===== config.mk =====
export PLATFORM = sky130hd
export DESIGN_NAME = dam_aux_monitor
export DESIGN_NICKNAME = d
export VERILOG_FILES = /design/src/dam_pkg.sv /design/src/dam_aux_monitor.sv
export SDC_FILE = /design/constraint.sdc
export NUM_CORES = 2
export LEC_CHECK = 0
export BUFFER_PORTS_ARGS = -buffer_cell sky130_fd_sc_hd__buf_2
export CAP_MARGIN = 20
export CORE_MARGIN = 2
export CORE_UTILIZATION = 30
export DETAILED_ROUTE_END_ITERATION = 12
export PLACE_DENSITY = 0.55
export SLEW_MARGIN = 20
export SYNTH_ARGS = -nofsm -noshare
export SYNTH_HDL_FRONTEND = slang
export SYNTH_SLANG_ARGS = --single-unit

===== constraint.sdc =====
create_clock -name clk -period 20.8 [get_ports clk]
set_input_delay 4.16 -clock clk [delete_from_list [all_inputs] [get_ports clk]]
set_output_delay 4.16 -clock clk [all_outputs]
set_load 0.005 [all_outputs]

===== src/dam_pkg.sv =====
// Shared constants, types and register map of the drive auxiliary monitor.
// Assumes one 200 MHz clock; analog values in 0.01 %, bus voltage in 0.1 %, frequency in 0.01 Hz.
package dam_pkg;
    // ----------------------------------------
    // Timing
    // ----------------------------------------
    localparam int CLK_PERIOD_NS   = 5;
    localparam int BRAKE_STEP_NS   = 1000;
    localparam int BRAKE_STEP_CYC  = (BRAKE_STEP_NS + CLK_PERIOD_NS - 1) / CLK_PERIOD_NS;
    localparam int BRAKE_STEPS     = 100;
    localparam int MS_NS           = 1000000;
    localparam int FAN_DELAY_S     = 60;
    // ----------------------------------------
    // Register offsets
    // ----------------------------------------
    localparam logic [7:0] ADDR_CTRL     = 8'h00;
    localparam logic [7:0] ADDR_ADT_LVLA = 8'h04;
    localparam logic [7:0] ADDR_ADT_HYSA = 8'h08;
    localparam logic [7:0] ADDR_ADT_LVLB = 8'h0C;
    localparam logic [7:0] ADDR_ADT_HYSB = 8'h10;
    localparam logic [7:0] ADDR_BRK_THR  = 8'h14;
    localparam logic [7:0] ADDR_BRK_DUTY = 8'h18;
    localparam logic [7:0] ADDR_OVERMOD  = 8'h1C;
    localparam logic [7:0] ADDR_PWM_FREQ = 8'h20;
    localparam logic [7:0] ADDR_MIN_FREQ = 8'h24;
    localparam logic [7:0] ADDR_LIVE     = 8'h28;
    localparam logic [7:0] ADDR_INT_STAT = 8'h2C;
    localparam logic [7:0] ADDR_INT_MASK = 8'h30;
    // ----------------------------------------
    // Control fields and reset values
    // ----------------------------------------
    localparam int CTRL_CHSEL_BIT  = 0;
    localparam int CTRL_BRKEN_BIT  = 1;
    localparam int CTRL_BELOW_BIT  = 2;
    localparam int CTRL_FAN_LSB    = 3;
    localparam int CTRL_PWMAUTO_BIT = 5;
    localparam logic [15:0] RST_CTRL     = 16'h0008;
    localparam logic [15:0] RST_ADT_LVLA = 16'h07D0;
    localparam logic [15:0] RST_ADT_LVLB = 16'h1388;
    localparam logic [15:0] RST_ADT_HYS  = 16'h01F4;
    localparam logic [15:0] PCT_MAX      = 16'h2710;
    localparam logic [15:0] RST_BRK_THR  = 16'h04E2;
    localparam logic [15:0] BRK_THR_MIN  = 16'h044C;
    localparam logic [15:0] BRK_THR_MAX  = 16'h0578;
    localparam logic [15:0] RST_BRK_DUTY = 16'h0064;
    localparam logic [15:0] BRK_DUTY_MIN = 16'h0014;
    localparam logic [15:0] RST_OVERMOD  = 16'h0069;
    localparam logic [15:0] OVERMOD_MIN  = 16'h0064;
    localparam logic [15:0] OVERMOD_MAX  = 16'h006E;
    localparam logic [15:0] RST_PWM_FREQ = 16'h05DC;
    localparam logic [15:0] FREQ_MAX     = 16'hEA60;
    localparam logic [15:0] RST_MIN_FREQ = 16'h0000;
    localparam logic [7:0]  FAN_ON_TEMP  = 8'h2D;
    localparam logic [7:0]  FAN_OFF_TEMP = 8'h28;
    // ----------------------------------------
    // Interrupt bits
    // ----------------------------------------
    localparam int EVT_ADTA  = 0;
    localparam int EVT_ADTB  = 1;
    localparam int EVT_BRAKE = 2;
    localparam int EVT_FAN   = 3;
    localparam int EVT_SHUT  = 4;
    localparam int EVT_W     = 5;
    // ----------------------------------------
    // Types
    // ----------------------------------------
    typedef enum logic [1:0] {FAN_POWERON, FAN_RUN, FAN_THERMAL, FAN_RSVD} dam_fan_e;
    typedef enum logic {BRK_IDLE, BRK_ACTIVE} dam_brk_e;
    typedef struct packed {
        logic        chSel;
        logic        brakeEn;
        logic        belowAct;
        dam_fan_e    fanMode;
        logic        pwmAuto;
        logic [15:0] adtLevelA;
        logic [15:0] adtHystA;
        logic [15:0] adtLevelB;
        logic [15:0] adtHystB;
        logic [15:0] brakeThr;
        logic [15:0] brakeDuty;
        logic [15:0] overmod;
        logic [15:0] pwmFreq;
        logic [15:0] minFreq;
    } dam_cfg_s;
    // Last field is bit 0, so the layout matches the EVT_ bit numbers
    typedef struct packed {
        logic shutdown;
        logic fan;
        logic brake;
        logic adtB;
        logic adtA;
    } dam_stat_s;
endpackage


===== src/dam_aux_monitor.sv =====
// Drive auxiliary monitor: analog level detect, brake chopper, low-limit action, fan, overmod, PWM pattern.
// Assumes all inputs synchronous to clk and a one-cycle strobe register port from software.
//
// The register offsets and the plain strobed port were decided locally.
`timescale 1ns/1ps
// How it works
// - Detector watches one analog channel; selector 0 first input, 1 second, default 0.
// - Two independent detection conditions, own level and hysteresis, same selected channel.
// - Detection output sets when input exceeds level 0-100 %, defaults 20 and 50.
// - Hysteresis acts downward only, limited to its level, default 5 %.
// - Output clears below level minus hysteresis, holds its state in between.
// - With chopper enabled, braking starts when bus voltage exceeds threshold.
// - Braking stops when bus voltage drops below the threshold.
// - Threshold 110.0-140.0 % of nominal bus, default 125.0 %.
// - Brake transistor duty set by rate 20-100 %, 100 means always on.
// - Set frequency below low limit: run at limit (0) or shut down (1).
// - Fan mode 0 runs the fan from power-up.
// - Fan mode 1, default, runs the fan when the drive runs.
// - Fan mode 2 on above 45 C, off below 40 C, else hold.
// - Overmod factor 1.00-1.10, default 1.05, scales the output voltage ceiling.
// - Switchover frequency 0 to max, default 15.00 Hz; selector 0 keeps 7-segment.
// - Selector 1 uses 7-segment below switchover and 5-segment above it.
module dam_aux_monitor import dam_pkg::*; #(
    parameter int MS_CYC       = MS_NS / CLK_PERIOD_NS,
    parameter int FAN_DELAY_MS = FAN_DELAY_S * 1000
) (
    // Clock and reset
    input  wire logic        clk,
    input  wire logic        rstn,
    // Register port
    input  wire logic [7:0]  regAddr,
    input  wire logic [15:0] regWrData,
    input  wire logic        regWr,
    input  wire logic        regRd,
    output logic      [15:0] regRdData,
    output logic             irq,
    // Process inputs
    input  wire logic [15:0] analogInputFirst,
    input  wire logic [15:0] analogInputSecond,
    input  wire logic [15:0] busVolt,
    input  wire logic [7:0]  heatsinkTemp,
    input  wire logic        driveRunning,
    input  wire logic [15:0] setFreq,
    input  wire logic [15:0] outFreq,
    input  wire logic [15:0] voltNominal,
    // Control and status outputs
    output logic             adtCondA,
    output logic             adtCondB,
    output logic             brakeActive,
    output logic             brakeGate,
    output logic             fanOn,
    output logic             shutdownReq,
    output logic      [15:0] freqCmd,
    output logic      [15:0] voltCeiling,
    output logic             pwmFiveSeg
);
    function automatic logic [15:0] clampRange(input logic [15:0] v, input logic [15:0] lo, input logic [15:0] hi);
        clampRange = (v < lo) ? lo : ((v > hi) ? hi : v);
    endfunction
    // Hysteresis never below zero: clamp to level before subtracting
    function automatic logic [15:0] lowBound(input logic [15:0] lvl, input logic [15:0] hys);
        lowBound = lvl - ((hys > lvl) ? lvl : hys);
    endfunction
    dam_cfg_s              cfg_q;
    logic      [EVT_W-1:0] intStat_q;
    logic      [EVT_W-1:0] intMask_q;
    logic      [EVT_W-1:0] evt;
    dam_stat_s             live;
    logic      [15:0]      selIn;
    logic      [15:0]      lowA;
    logic      [15:0]      lowB;
    logic                  adtA_q;
    logic                  adtB_q;
    dam_brk_e              brk_q;
    logic      [7:0]       stepDiv_q;
    logic      [6:0]       stepCnt_q;
    logic                  brakeGate_q;
    logic                  fanOn_q;
    logic      [31:0]      msDiv_q;
    logic      [31:0]      fanDelay_q;
    logic                  shut_q;
    logic      [15:0]      freqCmd_q;
    logic      [15:0]      voltCeil_q;
    logic                  pwm5_q;
    logic      [15:0]      rdData_q;
    logic                  msTick;
    logic                  stepTick;
    dam_stat_s             prev_q;
    // ----------------------------------------
    // Register writes
    // ----------------------------------------
    always_ff @(posedge clk or negedge rstn) begin
        if (!rstn) begin
            cfg_q.chSel     <= RST_CTRL[CTRL_CHSEL_BIT];
            cfg_q.brakeEn   <= RST_CTRL[CTRL_BRKEN_BIT];
            cfg_q.belowAct  <= RST_CTRL[CTRL_BELOW_BIT];
            cfg_q.fanMode   <= dam_fan_e'(RST_CTRL[CTRL_FAN_LSB +: 2]);
            cfg_q.pwmAuto   <= RST_CTRL[CTRL_PWMAUTO_BIT];
            cfg_q.adtLevelA <= RST_ADT_LVLA;
            cfg_q.adtHystA  <= RST_ADT_HYS;
            cfg_q.adtLevelB <= RST_ADT_LVLB;
            cfg_q.adtHystB  <= RST_ADT_HYS;
            cfg_q.brakeThr  <= RST_BRK_THR;
            cfg_q.brakeDuty <= RST_BRK_DUTY;
            cfg_q.overmod   <= RST_OVERMOD;
            cfg_q.pwmFreq   <= RST_PWM_FREQ;
            cfg_q.minFreq   <= RST_MIN_FREQ;
            intMask_q       <= '0;
        end else if (regWr) begin
            if (regAddr == ADDR_CTRL) begin
                cfg_q.chSel    <= regWrData[CTRL_CHSEL_BIT];
                cfg_q.brakeEn  <= regWrData[CTRL_BRKEN_BIT];
                cfg_q.belowAct <= regWrData[CTRL_BELOW_BIT];
                // Reserved mode 3 falls back to the default run mode
                cfg_q.fanMode  <= (regWrData[CTRL_FAN_LSB +: 2] == 2'(FAN_RSVD)) ? FAN_RUN
                                  : dam_fan_e'(regWrData[CTRL_FAN_LSB +: 2]);
                cfg_q.pwmAuto  <= regWrData[CTRL_PWMAUTO_BIT];
            end else if (regAddr == ADDR_ADT_LVLA) begin
                cfg_q.adtLevelA <= clampRange(regWrData, '0, PCT_MAX);
            end else if (regAddr == ADDR_ADT_HYSA) begin
                cfg_q.adtHystA <= clampRange(regWrData, '0, PCT_MAX);
            end else if (regAddr == ADDR_ADT_LVLB) begin
                cfg_q.adtLevelB <= clampRange(regWrData, '0, PCT_MAX);
            end else if (regAddr == ADDR_ADT_HYSB) begin
                cfg_q.adtHystB <= clampRange(regWrData, '0, PCT_MAX);
            end else if (regAddr == ADDR_BRK_THR) begin
                cfg_q.brakeThr <= clampRange(regWrData, BRK_THR_MIN, BRK_THR_MAX);
            end else if (regAddr == ADDR_BRK_DUTY) begin
                cfg_q.brakeDuty <= clampRange(regWrData, BRK_DUTY_MIN, RST_BRK_DUTY);
            end else if (regAddr == ADDR_OVERMOD) begin
                cfg_q.overmod <= clampRange(regWrData, OVERMOD_MIN, OVERMOD_MAX);
            end else if (regAddr == ADDR_PWM_FREQ) begin
                cfg_q.pwmFreq <= clampRange(regWrData, '0, FREQ_MAX);
            end else if (regAddr == ADDR_MIN_FREQ) begin
                cfg_q.minFreq <= clampRange(regWrData, '0, FREQ_MAX);
            end else if (regAddr == ADDR_INT_MASK) begin
                intMask_q <= regWrData[EVT_W-1:0];
            end
        end
    end
    // ----------------------------------------
    // Analog level detection
    // ----------------------------------------
    assign selIn = cfg_q.chSel ? analogInputSecond : analogInputFirst;
    assign lowA  = lowBound(cfg_q.adtLevelA, cfg_q.adtHystA);
    assign lowB  = lowBound(cfg_q.adtLevelB, cfg_q.adtHystB);
    always_ff @(posedge clk or negedge rstn) begin
        if (!rstn) begin
            adtA_q <= 1'b0;
            adtB_q <= 1'b0;
        end else begin
            if (selIn > cfg_q.adtLevelA) begin
                adtA_q <= 1'b1;
            end else if (selIn < lowA) begin
                adtA_q <= 1'b0;
            end
            if (selIn > cfg_q.adtLevelB) begin
                adtB_q <= 1'b1;
            end else if (selIn < lowB) begin
                adtB_q <= 1'b0;
            end
        end
    end

    // ----------------------------------------
    // Brake chopper
    // ----------------------------------------
    always_ff @(posedge clk or negedge rstn) begin
        if (!rstn) begin
            brk_q <= BRK_IDLE;
        end else begin
            case (brk_q)
                BRK_IDLE: begin
                    if (cfg_q.brakeEn && busVolt > cfg_q.brakeThr) begin
                        brk_q <= BRK_ACTIVE;
                    end
                end
                BRK_ACTIVE: begin
                    // Equal to threshold keeps braking to avoid chatter at the edge
                    if (!cfg_q.brakeEn || busVolt < cfg_q.brakeThr) begin
                        brk_q <= BRK_IDLE;
                    end
                end
                default: brk_q <= BRK_IDLE;
            endcase
        end
    end
    // 1 us steps, 100 steps a period: 10 kHz chopping, 1 % duty resolution
    assign stepTick = (stepDiv_q == 8'(BRAKE_STEP_CYC - 1));
    always_ff @(posedge clk or negedge rstn) begin
        if (!rstn) begin
            stepDiv_q <= '0;
            stepCnt_q <= '0;
        end else if (brk_q == BRK_IDLE) begin
            stepDiv_q <= '0;
            stepCnt_q <= '0;
        end else if (stepTick) begin
            stepDiv_q <= '0;
            stepCnt_q <= (stepCnt_q == 7'(BRAKE_STEPS - 1)) ? '0 : stepCnt_q + 7'd1;
        end else begin
            stepDiv_q <= stepDiv_q + 8'd1;
        end
    end
    always_ff @(posedge clk or negedge rstn) begin
        if (!rstn) begin
            brakeGate_q <= 1'b0;
        end else begin
            brakeGate_q <= (brk_q == BRK_ACTIVE) && ({9'd0, stepCnt_q} < cfg_q.brakeDuty);
        end
    end

    // ----------------------------------------
    // Fan control
    // ----------------------------------------
    assign msTick = (msDiv_q == 32'(MS_CYC - 1));
    always_ff @(posedge clk or negedge rstn) begin
        if (!rstn) begin
            msDiv_q <= '0;
        end else begin
            msDiv_q <= msTick ? '0 : msDiv_q + 32'd1;
        end
    end
    always_ff @(posedge clk or negedge rstn) begin
        if (!rstn) begin
            fanOn_q    <= 1'b0;
            fanDelay_q <= '0;
        end else begin
            case (cfg_q.fanMode)
                FAN_POWERON: begin
                    fanOn_q    <= 1'b1;
                    fanDelay_q <= '0;
                end
                FAN_THERMAL: begin
                    fanDelay_q <= '0;
                    if (heatsinkTemp > FAN_ON_TEMP) begin
                        fanOn_q <= 1'b1;
                    end else if (heatsinkTemp < FAN_OFF_TEMP) begin
                        fanOn_q <= 1'b0;
                    end
                end
                default: begin
                    if (driveRunning) begin
                        fanOn_q    <= 1'b1;
                        fanDelay_q <= '0;
                    end else if (fanOn_q && msTick) begin
                        if (fanDelay_q == 32'(FAN_DELAY_MS - 1)) begin
                            fanOn_q    <= 1'b0;
                            fanDelay_q <= '0;
                        end else begin
                            fanDelay_q <= fanDelay_q + 32'd1;
                        end
                    end
                end
            endcase
        end
    end

    // ----------------------------------------
    // Frequency limit, overmod, PWM pattern
    // ----------------------------------------
    always_ff @(posedge clk or negedge rstn) begin
        if (!rstn) begin
            shut_q     <= 1'b0;
            freqCmd_q  <= '0;
            voltCeil_q <= '0;
            pwm5_q     <= 1'b0;
        end else begin
            if (setFreq < cfg_q.minFreq) begin
                shut_q    <= cfg_q.belowAct;
                freqCmd_q <= cfg_q.belowAct ? '0 : cfg_q.minFreq;
            end else begin
                shut_q    <= 1'b0;
                freqCmd_q <= setFreq;
            end
            voltCeil_q <= 16'((32'(voltNominal) * 32'(cfg_q.overmod)) / 32'd100);
            pwm5_q     <= cfg_q.pwmAuto && (outFreq > cfg_q.pwmFreq);
        end
    end

    // ----------------------------------------
    // Status, interrupts, read port and outputs
    // ----------------------------------------
    assign live = '{adtA: adtA_q, adtB: adtB_q, brake: (brk_q == BRK_ACTIVE), fan: fanOn_q, shutdown: shut_q};
    always_ff @(posedge clk or negedge rstn) begin
        if (!rstn) begin
            prev_q <= '0;
        end else begin
            prev_q <= live;
        end
    end
    assign evt = live & ~prev_q;
    // A new event in the clearing cycle survives the write-one-to-clear
    always_ff @(posedge clk or negedge rstn) begin
        if (!rstn) begin
            intStat_q <= '0;
        end else if (regWr && regAddr == ADDR_INT_STAT) begin
            intStat_q <= (intStat_q & ~regWrData[EVT_W-1:0]) | evt;
        end else begin
            intStat_q <= intStat_q | evt;
        end
    end
    always_ff @(posedge clk or negedge rstn) begin
        if (!rstn) begin
            rdData_q <= '0;
        end else if (regRd) begin
            if (regAddr == ADDR_CTRL) begin
                rdData_q <= {10'd0, cfg_q.pwmAuto, cfg_q.fanMode, cfg_q.belowAct, cfg_q.brakeEn, cfg_q.chSel};
            end else if (regAddr == ADDR_ADT_LVLA) begin
                rdData_q <= cfg_q.adtLevelA;
            end else if (regAddr == ADDR_ADT_HYSA) begin
                rdData_q <= cfg_q.adtHystA;
            end else if (regAddr == ADDR_ADT_LVLB) begin
                rdData_q <= cfg_q.adtLevelB;
            end else if (regAddr == ADDR_ADT_HYSB) begin
                rdData_q <= cfg_q.adtHystB;
            end else if (regAddr == ADDR_BRK_THR) begin
                rdData_q <= cfg_q.brakeThr;
            end else if (regAddr == ADDR_BRK_DUTY) begin
                rdData_q <= cfg_q.brakeDuty;
            end else if (regAddr == ADDR_OVERMOD) begin
                rdData_q <= cfg_q.overmod;
            end else if (regAddr == ADDR_PWM_FREQ) begin
                rdData_q <= cfg_q.pwmFreq;
            end else if (regAddr == ADDR_MIN_FREQ) begin
                rdData_q <= cfg_q.minFreq;
            end else if (regAddr == ADDR_LIVE) begin
                rdData_q <= {10'd0, pwm5_q, live};
            end else if (regAddr == ADDR_INT_STAT) begin
                rdData_q <= {11'd0, intStat_q};
            end else if (regAddr == ADDR_INT_MASK) begin
                rdData_q <= {11'd0, intMask_q};
            end else begin
                rdData_q <= '0;
            end
        end else begin
            rdData_q <= '0;
        end
    end

    assign regRdData   = rdData_q;
    assign irq         = |(intStat_q & intMask_q);
    assign adtCondA    = adtA_q;
    assign adtCondB    = adtB_q;
    assign brakeActive = (brk_q == BRK_ACTIVE);
    assign brakeGate   = brakeGate_q;
    assign fanOn       = fanOn_q;
    assign shutdownReq = shut_q;
    assign freqCmd     = freqCmd_q;
    assign voltCeiling = voltCeil_q;
    assign pwmFiveSeg  = pwm5_q;
endmodule


==> impl_results.md <==
- Routed vias/inst: 5.145
- Critical Path Source: voltNominal[4]
- Number of enable flip-flop cells after synthesis: 0
- Required time of the critical path: 21.31 ns
- Crit. End Element: register
- Most common cell in the synthesized netlist: sky130_fd_sc_hd__nand2_1
- Number of I/O port buffers: 187
- RSZ-0062 raised after global routing: yes
- Tcrit/Tclk final: 114.4%
- Num rows: 122
- Number of global-route vias before repair: 31679
- DRC Markers: 0
- Maximum net fanout on the critical path: 12
- TritonRoute pass-1 iters: 6
- Maximum single-stage delay on the critical path: 0.56 ns
- Leading cell types by count after synthesis: 435 x sky130_fd_sc_hd__nand2_1, 353 x sky130_fd_sc_hd__inv_1, 285 x sky130_fd_sc_hd__ha_1
- Slew at the pin closest to its max-slew limit: 1.140 ns
- Number of max-slew violations in the final report: 0
- Routability congestion estimate: 0.8974
- Clock tree buffer depth: 3
- Worst setup SP type: input pin
- Main synth FF type: sky130_fd_sc_hd__dfrtp_1
- Buffer cell driving the clock tree root: sky130_fd_sc_hd__clkbuf_16
- Post-route minimum period: 23.80 ns
- First-pass GRT wire length: 177200 µm
- Run status: complete, but fails checks
- Yosys reg bits: 299
- Initial DRC count: 2139
- Number of sinks handled by clock tree synthesis: 299
- Fraction of final layout cells with drive strength greater than 1: 27.28%
- Uppermost metal layer occupied by signal nets: met5
- Area contributors post-synth: sky130_fd_sc_hd__dfrtp_1 19%, sky130_fd_sc_hd__fa_1 12%, sky130_fd_sc_hd__ha_1 11%
- Slew margin rel.: 23.77%
- Largest net degree at the start of global routing: 145
- Sequential cell area fraction in the yosys report: 22.42%
- Crit path arrival time: 24.31 ns
- Cell type contributing the most total cell area after synthesis: sky130_fd_sc_hd__dfrtp_1
- Die Y-Extent: 338.7 µm
- Die width: 338.7 µm
- Met2 routed wirelength: 52620 µm
- Final wirelength: 111300 µm
- Core area: 110800 µm²
- Worst path slowest cell: sky130_fd_sc_hd__o41a_1
- Estimated wirelength of the detail-placed design: 88160 µm
- Post-Synthesis Net Count: 4591
- Global-route total usage across every layer: 19.10%
- Post-route cell area: 43690 µm²
- Count of different cell masters after synthesis: 129
- HP Class: reg -> reg
- Hold Violations, Final: 0
- Launch point of the worst hold path: prev_q[4]
- Antenna-violating nets left: 0
- FMAX: 0.04202 GHz
- Most frequent cell on the critical path: sky130_fd_sc_hd__fa_1
- Initial standard-cell utilization of the core: 30.33%
- Violations in the final reports: negative setup slack
- Global-route congestion overflow total: 0
- Met3 wirelength from detailed routing: 6057 µm
- Number of buffers created by CTS: 38
- Hold Path Sink: intStat_q[4]
- Post-synthesis area per instance: 8.451 µm²
- Maximum capacitance violations: 0
- Fraction of post-synthesis cell area in the top cell type by area: 19.06%
- Clock slew at the register clock pins of the worst setup and hold paths: 0.06 ns
- Crit Path Class: in -> reg
- Total vias in the final route: 32035
- Cells on Worst Hold Path: 1
- Slack of the worst reg-to-reg path: 0.05 ns
- Post-synthesis to final-layout area growth: 30.00%
- Setup-violating endpoint count in the final report: 6
- Gate count of the mapped netlist: 3977
- Die Area: 114700 µm²
- CTS H-tree lvls: 2
- Clock tree from TritonCTS: built
- RR Startpoint: cfg_q[35]
- Metal1 wirelength: 49430 µm
- Routed WL per cell: 17.88 µm
- Synth warnings: 0
- End of the worst register-to-register path: voltCeiling[0]
- Layout net count: 5322
- Placed Instance Area: 40910 µm²
- Worst-Skew Late Latency: 0.62 ns
- Mapped cell area: 33610 µm²
- Number of antenna violations at the first check in global routing: 19
- Number of I/O pins: 189
- PnR worst setup slack: -2.999 ns
- Worst clock skew on the final layout: 0.04341 ns
- Post-synthesis async set-or-reset flop share: 100.0%
- Cell depth of the worst flop-to-flop path: 81
[state kept, by name (all words and copies together), names as in the netlist, 7 cells and up]
| name | flops |
|---|---|
| voltCeiling | 16 |
| cfg_q | 150 |
| msDiv_q | 32 |
| stepCnt_q | 7 |
| stepDiv_q | 8 |
| fanDelay_q | 32 |
| regRdData | 16 |
| freqCmd | 16 |
[cell type report]
cell class | instances | area, µm²
tap | 1488 | 1862
multi-input combinational | 3165 | 25560
inverter | 361 | 1365
clock inverter | 24 | 291.5
sequential | 299 | 7536
clock buffer | 44 | 1003
antenna | 3 | 7.507
timing repair buffer | 843 | 6067
fill | 11332 | 67130
[metal layers]
metal / up-vias / GRT usage [%]
li1: 15519 / -
met1: 15541 / 25.56
met2: 791 / 32.18
met3: 174 / 2.439
met4: 10 / 5.463
met5: - / 0
[worst max-delay path, delay by kind of cell]
kind	cells	cell delay [ns]
AOI/OAI and AO/OA	42	10.72
xor gates and xnor gates	3	0.73
adders and majority gates	8	3.44
buffers and inverters	14	1.70
muxes	4	1.03
and+or+nand+nor	12	2.40
[layout by cell type, fill, tap and decap left out, drive strengths merged, types with 101 or more instances in the layout]
cell	synthesis	layout
buf	35	843
fa	196	196
o21ai	319	320
and2	183	183
dfrtp	256	256
nand2	436	436
nor2	260	260
a21oi	199	199
nand3	101	101
xnor2	110	110
inv	358	361
ha	285	285
[kinds of logic (layout without fill, tap and decap cells)]
family / after synthesis / after routing / share of synthesized area, %
muxes: 92 / 92 / 2.971
buffers and inverters: 514 / 1272 / 5.942
DFF: 299 / 299 / 22.42
AOI/OAI and AO/OA: 1027 / 1028 / 20.97
xor gates and xnor gates: 169 / 169 / 4.668
other: 0 / 3 / 0
and+or+nand+nor: 1390 / 1390 / 20.58
adders and majority gates: 486 / 486 / 22.44
[worst max path at each step]
stage                     end  slack [ns]  cells after the start
5_1_grt        voltCeiling[0]       -3.81                     89
4_1_cts        voltCeiling[0]       -2.82                     85
3_3_place_gp   voltCeiling[0]       -3.87                     87
6_report       voltCeiling[0]       -3.00                     83
2_1_floorplan  voltCeiling[0]       -2.91                     82
3_5_place_dp   voltCeiling[0]       -4.02                     87
[per-stage QoR]
| step | hold WS [ns] | setup slack [ns] | utilization, % | instances | TNS, ns |
|---|---|---|---|---|---|
| floorplan | 0.3996 | -2.915 | - | 3977 | -11.72 |
| global placement | 0.4008 | -3.868 | 36.91 | 6101 | -18.68 |
| detailed placement | 0.4179 | -4.018 | 36.91 | 6101 | -19.51 |
| CTS | 0.4260 | -2.823 | 39.05 | 6206 | -11.22 |
| global route | 0.4460 | -3.808 | 39.42 | 6224 | -17.39 |
| finish | 0.4234 | -2.999 | 39.42 | 6227 | -12.40 |
[timing repair]
item	in CTS	in global routing
buffers inserted	39	17
cloned	1	0
hold buffers	0	0
resized for setup	155	52
endpoints found under the setup margin	7	7
pin swaps	96	51
Power is left out: the tool's default activity adds up to more than one toggle a clock period on the data nets, which glitch-free logic cannot reach.
